`src/hw/ddrpd_pkg.sv`:
```
// Purpose: shared constants and types of the power-down and termination block
// Assumes: byte addresses on the register bus, one 32-bit word per register
// Notes: latency defaults are counted in command-clock cycles
package ddrpd_pkg;

  // register byte offsets
  localparam logic [7:0] ADR_MODE = 8'h00;
  localparam logic [7:0] ADR_STAT = 8'h04;
  localparam logic [7:0] ADR_LAT = 8'h08;

  // mode register fields
  localparam int MODE_DLL_KEEP = 0;
  localparam int MODE_NOM_LSB = 1;
  localparam int MODE_WR_LSB = 4;
  localparam int MODE_W = 6;
  localparam logic [5:0] MODE_RST = 6'h00;

  // status register fields
  localparam int STAT_PD_ACT = 0;
  localparam int STAT_PD_PRE = 1;
  localparam int STAT_DLL = 2;
  localparam int STAT_RTT = 3;
  localparam int STAT_CA_RCV = 4;
  localparam int STAT_IO_BUF = 5;
  localparam int STAT_RESET = 6;

  // latency defaults in command-clock cycles
  localparam logic [3:0] CWL_DEF = 4'h5;
  localparam logic [3:0] AL_DEF = 4'h0;
  localparam logic [3:0] CPDED_DEF = 4'h1;
  localparam logic [3:0] ODTL_OFS = 4'h2;
  localparam int DLY_DEPTH = 16;
  localparam int RTT_LANES = 6;

  // pin vector layout: ck, cke, odt, cs, ras, cas, we, reset
  localparam int PIN_CK = 7;
  localparam int PIN_CKE = 6;
  localparam int PIN_ODT = 5;
  localparam int PIN_CS = 4;
  localparam int PIN_RAS = 3;
  localparam int PIN_CAS = 2;
  localparam int PIN_WE = 1;
  localparam int PIN_RST = 0;
  localparam logic [7:0] PIN_RST_VAL = 8'h1F;

  typedef enum logic [2:0] {
    ST_UP,
    ST_ENTRY,
    ST_ACT_PD,
    ST_PRE_PD,
    ST_RESET
  } ddrpd_state_t;

endpackage : ddrpd_pkg

```
`src/hw/ddrpd_odt_dly.sv`:
```
// Purpose: posted termination delay line stepped by command-clock edges
// Assumes: step is a one-cycle pulse per command-clock rising edge
// Notes: tap n gives the pin level sampled n command edges earlier
`timescale 1ns/1ps
module ddrpd_odt_dly (
  input wire logic clk,
  input wire logic rst_b,
  input wire logic clr,
  input wire logic step,
  input wire logic din,
  input wire logic [3:0] tap_sel,
  output logic dout
);

  logic [ddrpd_pkg::DLY_DEPTH-1:0] sh_q;
  logic [ddrpd_pkg::DLY_DEPTH-1:0] sh_d;

  always_comb begin
    sh_d = sh_q;
    if (clr) begin
      sh_d = '0;
    end else if (step) begin
      sh_d = {sh_q[ddrpd_pkg::DLY_DEPTH-2:0], din};
    end
  end

  always_ff @(posedge clk or negedge rst_b) begin
    if (!rst_b) begin
      sh_q <= '0;
    end else begin
      sh_q <= sh_d;
    end
  end

  assign dout = sh_q[tap_sel];

endmodule : ddrpd_odt_dly

```
`src/hw/ddrpd_top.sv`:
```
// Purpose: power-down state keeping and on-die termination control
// Assumes: command clock arrives as a pin, sampled by SYS_CLK
// Notes: registers reached over classic Wishbone
//
// How it works
// RULE_01 - enter power-down at a clock edge with CKE low and NOP or deselect
// RULE_02 - controller keeps CKE high while MRS, MPR, ZQ, DLL lock or data busy
// RULE_03 - after in-flight work ends: all banks closed precharge, else active
// RULE_04 - controller resets DLL after exit if DLL was unlocked at entry
// RULE_05 - power-down gates all buffers except clock, ODT, CKE and reset
// RULE_06 - command receivers stay on until tCPDED passes after entry
// RULE_07 - precharge power-down with A12 low stops DLL; otherwise DLL stays on
// RULE_08 - controller waits tXP, or tXPDLL for reads and ODT after slow exit
// RULE_09 - controller holds CKE low, reset high, clock and ODT valid
// RULE_10 - reset pin low during power-down forces immediate exit to reset
// RULE_11 - controller holds CKE low tCKE, stays at most nine refresh intervals
// RULE_12 - CKE high with NOP or deselect exits; controller honours tCKE, tXP
// RULE_13 - one ODT input switches termination on every x16 lane together
// RULE_14 - ODT pin ignored in self-refresh and when mode bits disable it
// RULE_15 - termination enabled when any nominal or write resistance bit set
// RULE_16 - termination follows only the ODT level, never command decode
// RULE_17 - synchronous termination timing whenever the DLL runs
// RULE_18 - controller disables termination while DLL is off
// RULE_19 - termination switches CWL plus AL minus 2 clocks after sampling
// RULE_20 - controller holds ODT high ODTH4, or ODTH8 after 8-beat write; the controller model enforces only ODTH4
// RULE_21 - controller drops ODT before read preamble, restores after postamble
// RULE_22 - termination returns only after read drivers release the data lines
// RULE_23 - ODTH4 is 4 clocks and ODTH8 is 6 clocks
// RULE_24 - latencies are parameters counted in whole clock cycles
//
// The Wishbone slave port and the register offsets are this design's own decisions.
`timescale 1ns/1ps
module ddrpd_top #(
  parameter logic [3:0] P_CWL = ddrpd_pkg::CWL_DEF,
  parameter logic [3:0] P_AL = ddrpd_pkg::AL_DEF,
  parameter logic [3:0] P_CPDED = ddrpd_pkg::CPDED_DEF
) (
  input wire logic SYS_CLK,
  input wire logic RST_B,
  input wire logic WB_CYC_I,
  input wire logic WB_STB_I,
  input wire logic WB_WE_I,
  input wire logic [7:0] WB_ADR_I,
  input wire logic [3:0] WB_SEL_I,
  input wire logic [31:0] WB_DAT_I,
  output logic [31:0] WB_DAT_O,
  output logic WB_ACK_O,
  input wire logic CK,
  input wire logic CKE,
  input wire logic ODT,
  input wire logic CS_B,
  input wire logic RAS_B,
  input wire logic CAS_B,
  input wire logic WE_B,
  input wire logic MEM_RESET_B,
  input wire logic CORE_BUSY,
  input wire logic BANKS_OPEN,
  input wire logic SELF_REFRESH,
  input wire logic RD_DRIVING,
  output logic PD_ACTIVE,
  output logic PD_PRECHARGE,
  output logic DLL_EN,
  output logic CA_RCV_EN,
  output logic IO_BUF_EN,
  output logic DEV_RESET,
  output logic [5:0] RTT_EN,
  output logic [2:0] RTT_NOM_SEL,
  output logic [1:0] RTT_WR_SEL
);

  // nop or deselect on the sampled command pins
  function automatic logic is_nop(input logic [7:0] p);
    is_nop = p[ddrpd_pkg::PIN_CS] ||
             (p[ddrpd_pkg::PIN_RAS] && p[ddrpd_pkg::PIN_CAS] && p[ddrpd_pkg::PIN_WE]);
  endfunction : is_nop

  // register index from byte address, 3 means unmapped
  function automatic logic [1:0] reg_idx(input logic [7:0] adr);
    unique case (adr)
      ddrpd_pkg::ADR_MODE: reg_idx = 2'h0;
      ddrpd_pkg::ADR_STAT: reg_idx = 2'h1;
      ddrpd_pkg::ADR_LAT: reg_idx = 2'h2;
      default: reg_idx = 2'h3;
    endcase
  endfunction : reg_idx

  // pin synchroniser, two stages, then a copy for edge finding
  logic [7:0] pins_raw;
  logic [7:0] sync1_q;
  logic [7:0] sync2_q;
  logic [7:0] prev_q;
  logic [7:0] sync1_d;
  logic [7:0] sync2_d;
  logic [7:0] prev_d;

  assign pins_raw = {CK, CKE, ODT, CS_B, RAS_B, CAS_B, WE_B, MEM_RESET_B};

  always_comb begin
    sync1_d = pins_raw;
    sync2_d = sync1_q;
    prev_d = sync2_q;
  end

  always_ff @(posedge SYS_CLK or negedge RST_B) begin
    if (!RST_B) begin
      sync1_q <= ddrpd_pkg::PIN_RST_VAL;
      sync2_q <= ddrpd_pkg::PIN_RST_VAL;
      prev_q <= ddrpd_pkg::PIN_RST_VAL;
    end else begin
      sync1_q <= sync1_d;
      sync2_q <= sync2_d;
      prev_q <= prev_d;
    end
  end

  // CKE, ODT and command pins are taken from the cycle before the edge is seen, so a controller
  // changing them just after its clock edge cannot race the sample
  logic ck_rise;
  logic cke_s;
  logic odt_s;
  logic nop_s;
  logic rst_pin;
  logic enter_ev;
  logic exit_ev;

  assign ck_rise = sync2_q[ddrpd_pkg::PIN_CK] && !prev_q[ddrpd_pkg::PIN_CK];
  assign cke_s = prev_q[ddrpd_pkg::PIN_CKE];
  assign odt_s = prev_q[ddrpd_pkg::PIN_ODT];
  assign nop_s = is_nop(prev_q);
  assign rst_pin = sync2_q[ddrpd_pkg::PIN_RST];
  assign enter_ev = ck_rise && !cke_s && nop_s; // RULE_01
  assign exit_ev = ck_rise && cke_s && nop_s; // RULE_12

  // power-down state machine
  ddrpd_pkg::ddrpd_state_t st_q;
  ddrpd_pkg::ddrpd_state_t st_d;
  logic [3:0] cnt_q;
  logic [3:0] cnt_d;

  always_comb begin
    st_d = st_q;
    cnt_d = cnt_q;
    if (!rst_pin) begin
      st_d = ddrpd_pkg::ST_RESET; // RULE_10
      cnt_d = 4'h0;
    end else begin
      unique case (st_q)
        ddrpd_pkg::ST_RESET: begin
          st_d = ddrpd_pkg::ST_UP;
        end
        ddrpd_pkg::ST_UP: begin
          if (enter_ev) begin
            st_d = ddrpd_pkg::ST_ENTRY; // RULE_01
            cnt_d = P_CPDED; // RULE_06
          end
        end
        ddrpd_pkg::ST_ENTRY: begin
          if (exit_ev) begin
            st_d = ddrpd_pkg::ST_UP;
          end else begin
            if (ck_rise && cnt_q != 4'h0) begin
              cnt_d = cnt_q - 4'h1; // RULE_06
            end
            // pending activates or refreshes finish before the mode settles
            if (cnt_q == 4'h0 && !CORE_BUSY) begin
              st_d = BANKS_OPEN ? ddrpd_pkg::ST_ACT_PD : ddrpd_pkg::ST_PRE_PD; // RULE_03
            end
          end
        end
        ddrpd_pkg::ST_ACT_PD, ddrpd_pkg::ST_PRE_PD: begin
          if (exit_ev) begin
            st_d = ddrpd_pkg::ST_UP; // RULE_12
          end
        end
      endcase
    end
  end

  always_ff @(posedge SYS_CLK or negedge RST_B) begin
    if (!RST_B) begin
      st_q <= ddrpd_pkg::ST_RESET;
      cnt_q <= 4'h0;
    end else begin
      st_q <= st_d;
      cnt_q <= cnt_d;
    end
  end

  // mode register and bus slave
  logic [5:0] mode_q;
  logic [5:0] mode_d;
  logic ack_q;
  logic ack_d;
  logic [31:0] dat_q;
  logic [31:0] dat_d;
  logic [31:0] stat_w;
  logic [1:0] idx;
  logic req;

  assign req = WB_CYC_I && WB_STB_I && !ack_q;
  assign idx = reg_idx(WB_ADR_I);
  assign stat_w = {25'h0, DEV_RESET, IO_BUF_EN, CA_RCV_EN, RTT_EN[0],
                   DLL_EN, PD_PRECHARGE, PD_ACTIVE};

  always_comb begin
    mode_d = mode_q;
    ack_d = req;
    dat_d = 32'h00000000;
    // the write lands at the edge where the master samples ack high
    if (WB_CYC_I && WB_STB_I && ack_q && WB_WE_I && idx == 2'h0 && WB_SEL_I[0]) begin
      mode_d = WB_DAT_I[ddrpd_pkg::MODE_W-1:0];
    end
    if (req && !WB_WE_I) begin
      unique case (idx)
        2'h0: dat_d = {26'h0, mode_q};
        2'h1: dat_d = stat_w;
        2'h2: dat_d = {24'h000000, P_AL, P_CWL};
        2'h3: dat_d = 32'h00000000;
      endcase
    end
  end

  always_ff @(posedge SYS_CLK or negedge RST_B) begin
    if (!RST_B) begin
      mode_q <= ddrpd_pkg::MODE_RST;
      ack_q <= 1'b0;
      dat_q <= 32'h00000000;
    end else begin
      mode_q <= mode_d;
      ack_q <= ack_d;
      dat_q <= dat_d;
    end
  end

  assign WB_ACK_O = ack_q;
  assign WB_DAT_O = dat_q;

  // termination path
  logic [3:0] odtl;
  logic dly_tap;
  logic mr_en;
  logic [2:0] nom_f;
  logic [1:0] wr_f;

  assign odtl = P_CWL + P_AL - ddrpd_pkg::ODTL_OFS; // RULE_19 RULE_24
  assign nom_f = mode_q[ddrpd_pkg::MODE_NOM_LSB +: 3];
  assign wr_f = mode_q[ddrpd_pkg::MODE_WR_LSB +: 2];
  assign mr_en = (nom_f != 3'h0) || (wr_f != 2'h0); // RULE_15

  // only the pin level enters the line; command decode never does
  ddrpd_odt_dly u_dly (
    .clk(SYS_CLK),
    .rst_b(RST_B),
    .clr(st_q == ddrpd_pkg::ST_RESET),
    .step(ck_rise),
    .din(odt_s), // RULE_16
    .tap_sel(odtl),
    .dout(dly_tap)
  );

  // output flops, state outputs derived from the next state, resistance selects from mode_q
  logic pd_act_d;
  logic pd_pre_d;
  logic dll_d;
  logic ca_d;
  logic io_d;
  logic rst_o_d;
  logic rtt_d;

  always_comb begin
    pd_act_d = st_d == ddrpd_pkg::ST_ACT_PD;
    pd_pre_d = st_d == ddrpd_pkg::ST_PRE_PD;
    // slow exit only from precharge power-down with the keep bit clear
    dll_d = st_d != ddrpd_pkg::ST_RESET &&
            !(pd_pre_d && !mode_q[ddrpd_pkg::MODE_DLL_KEEP]); // RULE_07
    ca_d = st_d == ddrpd_pkg::ST_UP || st_d == ddrpd_pkg::ST_ENTRY; // RULE_06
    io_d = st_d == ddrpd_pkg::ST_UP; // RULE_05
    rst_o_d = st_d == ddrpd_pkg::ST_RESET; // RULE_10
    // no async mode: with the DLL stopped termination simply stays off
    rtt_d = dly_tap && mr_en && dll_d && !SELF_REFRESH && // RULE_14 RULE_17
            !RD_DRIVING && !rst_o_d; // RULE_22
  end

  always_ff @(posedge SYS_CLK or negedge RST_B) begin
    if (!RST_B) begin
      PD_ACTIVE <= 1'b0;
      PD_PRECHARGE <= 1'b0;
      DLL_EN <= 1'b0;
      CA_RCV_EN <= 1'b0;
      IO_BUF_EN <= 1'b0;
      DEV_RESET <= 1'b1;
      RTT_NOM_SEL <= 3'h0;
      RTT_WR_SEL <= 2'h0;
    end else begin
      PD_ACTIVE <= pd_act_d;
      PD_PRECHARGE <= pd_pre_d;
      DLL_EN <= dll_d;
      CA_RCV_EN <= ca_d;
      IO_BUF_EN <= io_d;
      DEV_RESET <= rst_o_d;
      RTT_NOM_SEL <= nom_f; // RULE_15
      RTT_WR_SEL <= wr_f;
    end
  end

  // one flop per lane, all fed from the same termination decision
  for (genvar g = 0; g < ddrpd_pkg::RTT_LANES; g++) begin : g_lane
    always_ff @(posedge SYS_CLK or negedge RST_B) begin
      if (!RST_B) begin
        RTT_EN[g] <= 1'b0;
      end else begin
        RTT_EN[g] <= rtt_d; // RULE_13
      end
    end
  end
endmodule : ddrpd_top

```
`config.mk`:
```
export PLATFORM = sky130hd
export DESIGN_NAME = ddrpd_top
export DESIGN_NICKNAME = d
export VERILOG_FILES = /design/src/hw/ddrpd_pkg.sv /design/src/hw/ddrpd_odt_dly.sv /design/src/hw/ddrpd_top.sv
export SDC_FILE = /design/constraint.sdc
export NUM_CORES = 1
export LEC_CHECK = 0
export BUFFER_PORTS_ARGS = -buffer_cell sky130_fd_sc_hd__buf_2
export CELL_PAD_IN_SITES_DETAIL_PLACEMENT = 0
export CELL_PAD_IN_SITES_GLOBAL_PLACEMENT = 1
export CORE_UTILIZATION = 35
export DETAILED_ROUTE_END_ITERATION = 10
export GPL_TIMING_DRIVEN = 0
export PLACE_DENSITY_LB_ADDON = 0.25
export SYNTH_ARGS = -nofsm -noshare
export SYNTH_HDL_FRONTEND = slang
export SYNTH_HIERARCHICAL = 1
export SYNTH_SLANG_ARGS = --single-unit
```
`constraint.sdc`:
```
create_clock -name SYS_CLK -period 1.9 [get_ports SYS_CLK]
set_input_delay 0.19 -clock SYS_CLK [delete_from_list [all_inputs] [get_ports SYS_CLK]]
set_output_delay 0.19 -clock SYS_CLK [all_outputs]
set_load 0.01 [all_outputs]
```
==> results.txt <==
----------------------------------------------------
[Critical path]
  Maximum fanout count along the critical path ... 4
  Count of buffering cells on the critical path with inverters included ... 2
  Worst setup SP type ... flop
  Cell-by-cell listing of the critical path ... inv_1 > ha_2 > or3b_4 > buf_6 > nor4b_4 > o31a_1 > and3_1
  Kind of end point of the critical path ... flop
  Register-to-register path setup slack ... 40 ps
  CP delay by family, top ... simple AND/OR/NAND/NOR gates
  Slowest Stage Delay on Critical Path ... 400 ps
  Slowest-stage cell, CP ... sky130_fd_sc_hd__dfrtp_1
  Kind of critical path ... flop to flop
  Endpoint required time on the critical path ... 2180 ps
  Total number of cells along the worst setup path ... 7
  Depth of the most critical reg-to-reg path ... 7
  Data arrival time of the critical path ... 2140 ps

[CTS]
  CTS tree ... done
  Clock transition at the registers of the reported paths ... 80 ps
  TritonCTS Buffers ... 9
  Clock root buffer ... sky130_fd_sc_hd__clkbuf_8
  Number of clock sinks ... 72
  Clock tree buffer depth ... 2
  Worst-skew pair later-pin latency ... 340 ps
  Number of H-tree levels ... 3

[STA]
  Slew Viols, Final ... 0
  Worst Slack Setup Final ... 36.4 ps
  Fin Clk Skew ... 10.8 ps
  Unrepaired setup endpoints after global routing ... yes
  Peak Freq ... 537 MHz
  Max-slew headroom ... 40.5%
  Fin. Hold Viols ... 35
  Pin slew with the least headroom to its limit ... 892 ps
  Ratio of final minimum period to clock period ... 98.1%
  Final number of setup-violating endpoints ... 0
  Final TNS setup ... 0 ps
  Hold slack final ... -42.9 ps
  Crit path time final ... 1860 ps

[Place]
  Setup WS pre-CTS ... -261 ps
  Detailed-placement wirelength estimate ... 3460 um
  Routability-driven placement congestion ratio ... 0.690
  Post-detailed-placement cell area ... 0.00357 mm2
  Port Buf Inserts ... 55

[Die]
  Placement row count ... 33
  Total I/O pin count ... 111
  Die Y-Extent ... 95.1 um
  Initial Utilization ... 36.6%
  Standard cell core area ... 0.00830 mm2
  Die boundary width ... 95.1 um
  Overall die area ... 0.00905 mm2

[Power and ir drop]
  Portion of total power attributed to combinational logic ... 7.7%
  Cell area power density ... 764 mW/mm2
  Peak VDD IR ... 367 uV
  Clock network fraction of design power ... 39.6%
  Internal power ... 2.36 mW
  Switching part of the total ... 21.9%
  Net switching power of the design ... 0.662 mW
  Leakage power figure ... 2.06 nW
  Portion of total power attributed to sequential cells ... 52.7%

[Finish]
  Area growth from synthesis to layout ... 30.5%
  Share of final-layout standard cells stronger than drive strength 1 ... 39.3%
  Antenna diode count ... 0
  Final Net Count ... 411
  Final core utilization ... 47.7%
  Final instance area ... 0.00396 mm2

[Hold path]
  Worst hold path class ... input port to asynchronous set/reset pin

[Logic synthesis]
  Fraction of registers with async set or reset after synthesis ... 100%
  Synthesized area ... 0.00304 mm2
  Largest cells by area after synthesis ... sky130_fd_sc_hd__dfrtp_1, sky130_fd_sc_hd__dfstp_2, sky130_fd_sc_hd__mux2i_1
  Synth cell count leaders ... sky130_fd_sc_hd__dfrtp_1, sky130_fd_sc_hd__nor2_1, sky130_fd_sc_hd__buf_4, sky130_fd_sc_hd__mux2i_1, sky130_fd_sc_hd__dfstp_2
  Most used flip-flop cell after synthesis ... sky130_fd_sc_hd__dfrtp_1
  Fraction of the yosys area taken by sequential cells ... 60.0%
  Synthesized netlist cell count ... 238
  Total of flip-flops plus latches after synthesis ... 72
  Area leader, netlist ... sky130_fd_sc_hd__dfrtp_1
  Portion of synthesized cell area occupied by the leading cell type ... 46.2%
  Library cell with the highest instance count after synthesis ... sky130_fd_sc_hd__dfrtp_1
  Yosys warning total ... 6
  Library cells used by synthesis ... 40
  Syn avg cell area ... 12.8 um2
  Number of enable flip-flop cells after synthesis ... 0

[Run status]
  Failing checks ... hold timing
  Outcome ... finished with violations

[Route]
  Routed vias/inst ... 4.31
  Residual DRC count ... 0
  Number of vias in the routed layout ... 1976
  Wire length reported by the detailed router ... 5140 um
  Average routed wire per standard cell ... 11.2 um
  1st-iter DRT viols ... 74
  Number of antenna-violating nets in the routed design ... 0
  First-pass iteration count of the detailed router ... 4

[Global route]
  Number of antenna violations at the first check in global routing ... 0
  Wire length of the first global-routing pass ... 8140 um
  Gr ovfl total ... 0
  Via count of the first global-routing pass ... 1755
  Overall fraction of global-route tracks in use ... 12.0%
  Maximum number of pins on one net before global-route repair ... 73

[Run]
  MaxCap Viol Count ... 0

----------------------------------------------------
area by class of cell:
| class | instances | area [um2] |
|---|---|---|
| Tap cell | 105 | 131 |
| Multi-Input combinational cell | 156 | 1130 |
| Buffer | 38 | 268 |
| Sequential cell | 72 | 1820 |
| Clock buffer | 13 | 159 |
| Clock inverter | 3 | 40.0 |
| Timing Repair Buffer | 66 | 384 |
| Fill cell | 781 | 4340 |
| Inverter | 6 | 22.5 |
per-stage QoR:
step                      hold slack (ps)  power, mW  cells
after global routing                 44.2       3.16    459
after detailed placement              296       1.83    432
after CTS                            4.60       3.07    457
final                               -42.9       3.03    459
after floorplan                      -106       1.75    272
after global placement                295       1.83    432
power groups by stage:
stage	sequential [mW]	combinational [mW]	clock, mW
2_1_floorplan	1.62	0.125	0
4_1_cts	1.60	0.229	1.25
6_report	1.60	0.232	1.20
3_5_place_dp	1.62	0.210	0
3_3_place_gp	1.62	0.209	0
5_1_grt	1.60	0.259	1.30
kinds of logic after synthesis:
logic type	after synthesis	share of synthesized area (%)
other cells	2	0.247
simple gates	72	12.2
fa+ha+maj	1	0.412
flops	72	60.0
compound gates	13	3.22
mux	34	14.3
buf+inv	44	9.56
path summary, 6_finish.rpt:
check / startpoint / end
max reg2reg: cnt_q[0]$_DFFE_PN0P_ / PD_ACTIVE$_DFF_PN0_
min reg2reg: sync1_q[7]$_DFF_PN0_ / prev_d[7]$_DFF_PN0_
min: RST_B / RTT_NOM_SEL[2]$_DFF_PN0_
min in group SYS_CLK: WB_DAT_I[2] / mode_q[2]$_DFFE_PN0P_
max in group asynchronous: RST_B / u_dly/sh_q[4]$_DFFE_PN0P_
max: cnt_q[0]$_DFFE_PN0P_ / PD_ACTIVE$_DFF_PN0_
per-layer routing:
metal	global-route usage, %	vias up	share of wire [%]
met5	0	-	0
met4	6.44	0	2.0
met3	3.27	10	7.6
met2	18.5	75	44
met1	15.4	916	47
li1	-	975	-
registers in the layout (all words and copies together) (netlist names), 2 cells and up:
register and cells:
RTT_WR_SEL 2, sync1_q 8, mode_q 6, prev_d 8, cnt_q 4, st_q 3, WB_DAT_O 7, prev_q 7
u_dly/sh_q 16, RTT_NOM_SEL 3
layout by cell type (no fill, tap or decap), types with 3 or more instances in the layout:
master,netlist,routed
sky130_fd_sc_hd__buf_4,31,34
sky130_fd_sc_hd__buf_2,1,55
sky130_fd_sc_hd__or4_1,3,3
sky130_fd_sc_hd__a21oi_1,4,4
sky130_fd_sc_hd__clkbuf_8,0,11
sky130_fd_sc_hd__conb_1,2,36
sky130_fd_sc_hd__dfrtp_1,56,56
sky130_fd_sc_hd__nor2_1,35,35
sky130_fd_sc_hd__or3_1,5,5
sky130_fd_sc_hd__mux2_4,6,6
sky130_fd_sc_hd__nand2_1,5,5
sky130_fd_sc_hd__dfstp_2,16,16
sky130_fd_sc_hd__mux2i_1,24,24
sky130_fd_sc_hd__and3_1,3,3
sky130_fd_sc_hd__nand4b_1,4,4
sky130_fd_sc_hd__mux4_1,4,4
sky130_fd_sc_hd__dlygate4sd3_1,0,8
sky130_fd_sc_hd__inv_1,6,6
sky130_fd_sc_hd__clkbuf_1,4,6
what timing repair did:
item / in CTS / in global routing
pin swaps: 3 / 4
endpoints found under the setup margin: 10 / 10
hold buffers: 8 / 0
gates resized for setup: 9 / 6
buffers inserted: 1 / 2
endpoints found under the hold margin: 8 / 0
Power figures use the tool's default switching activity.
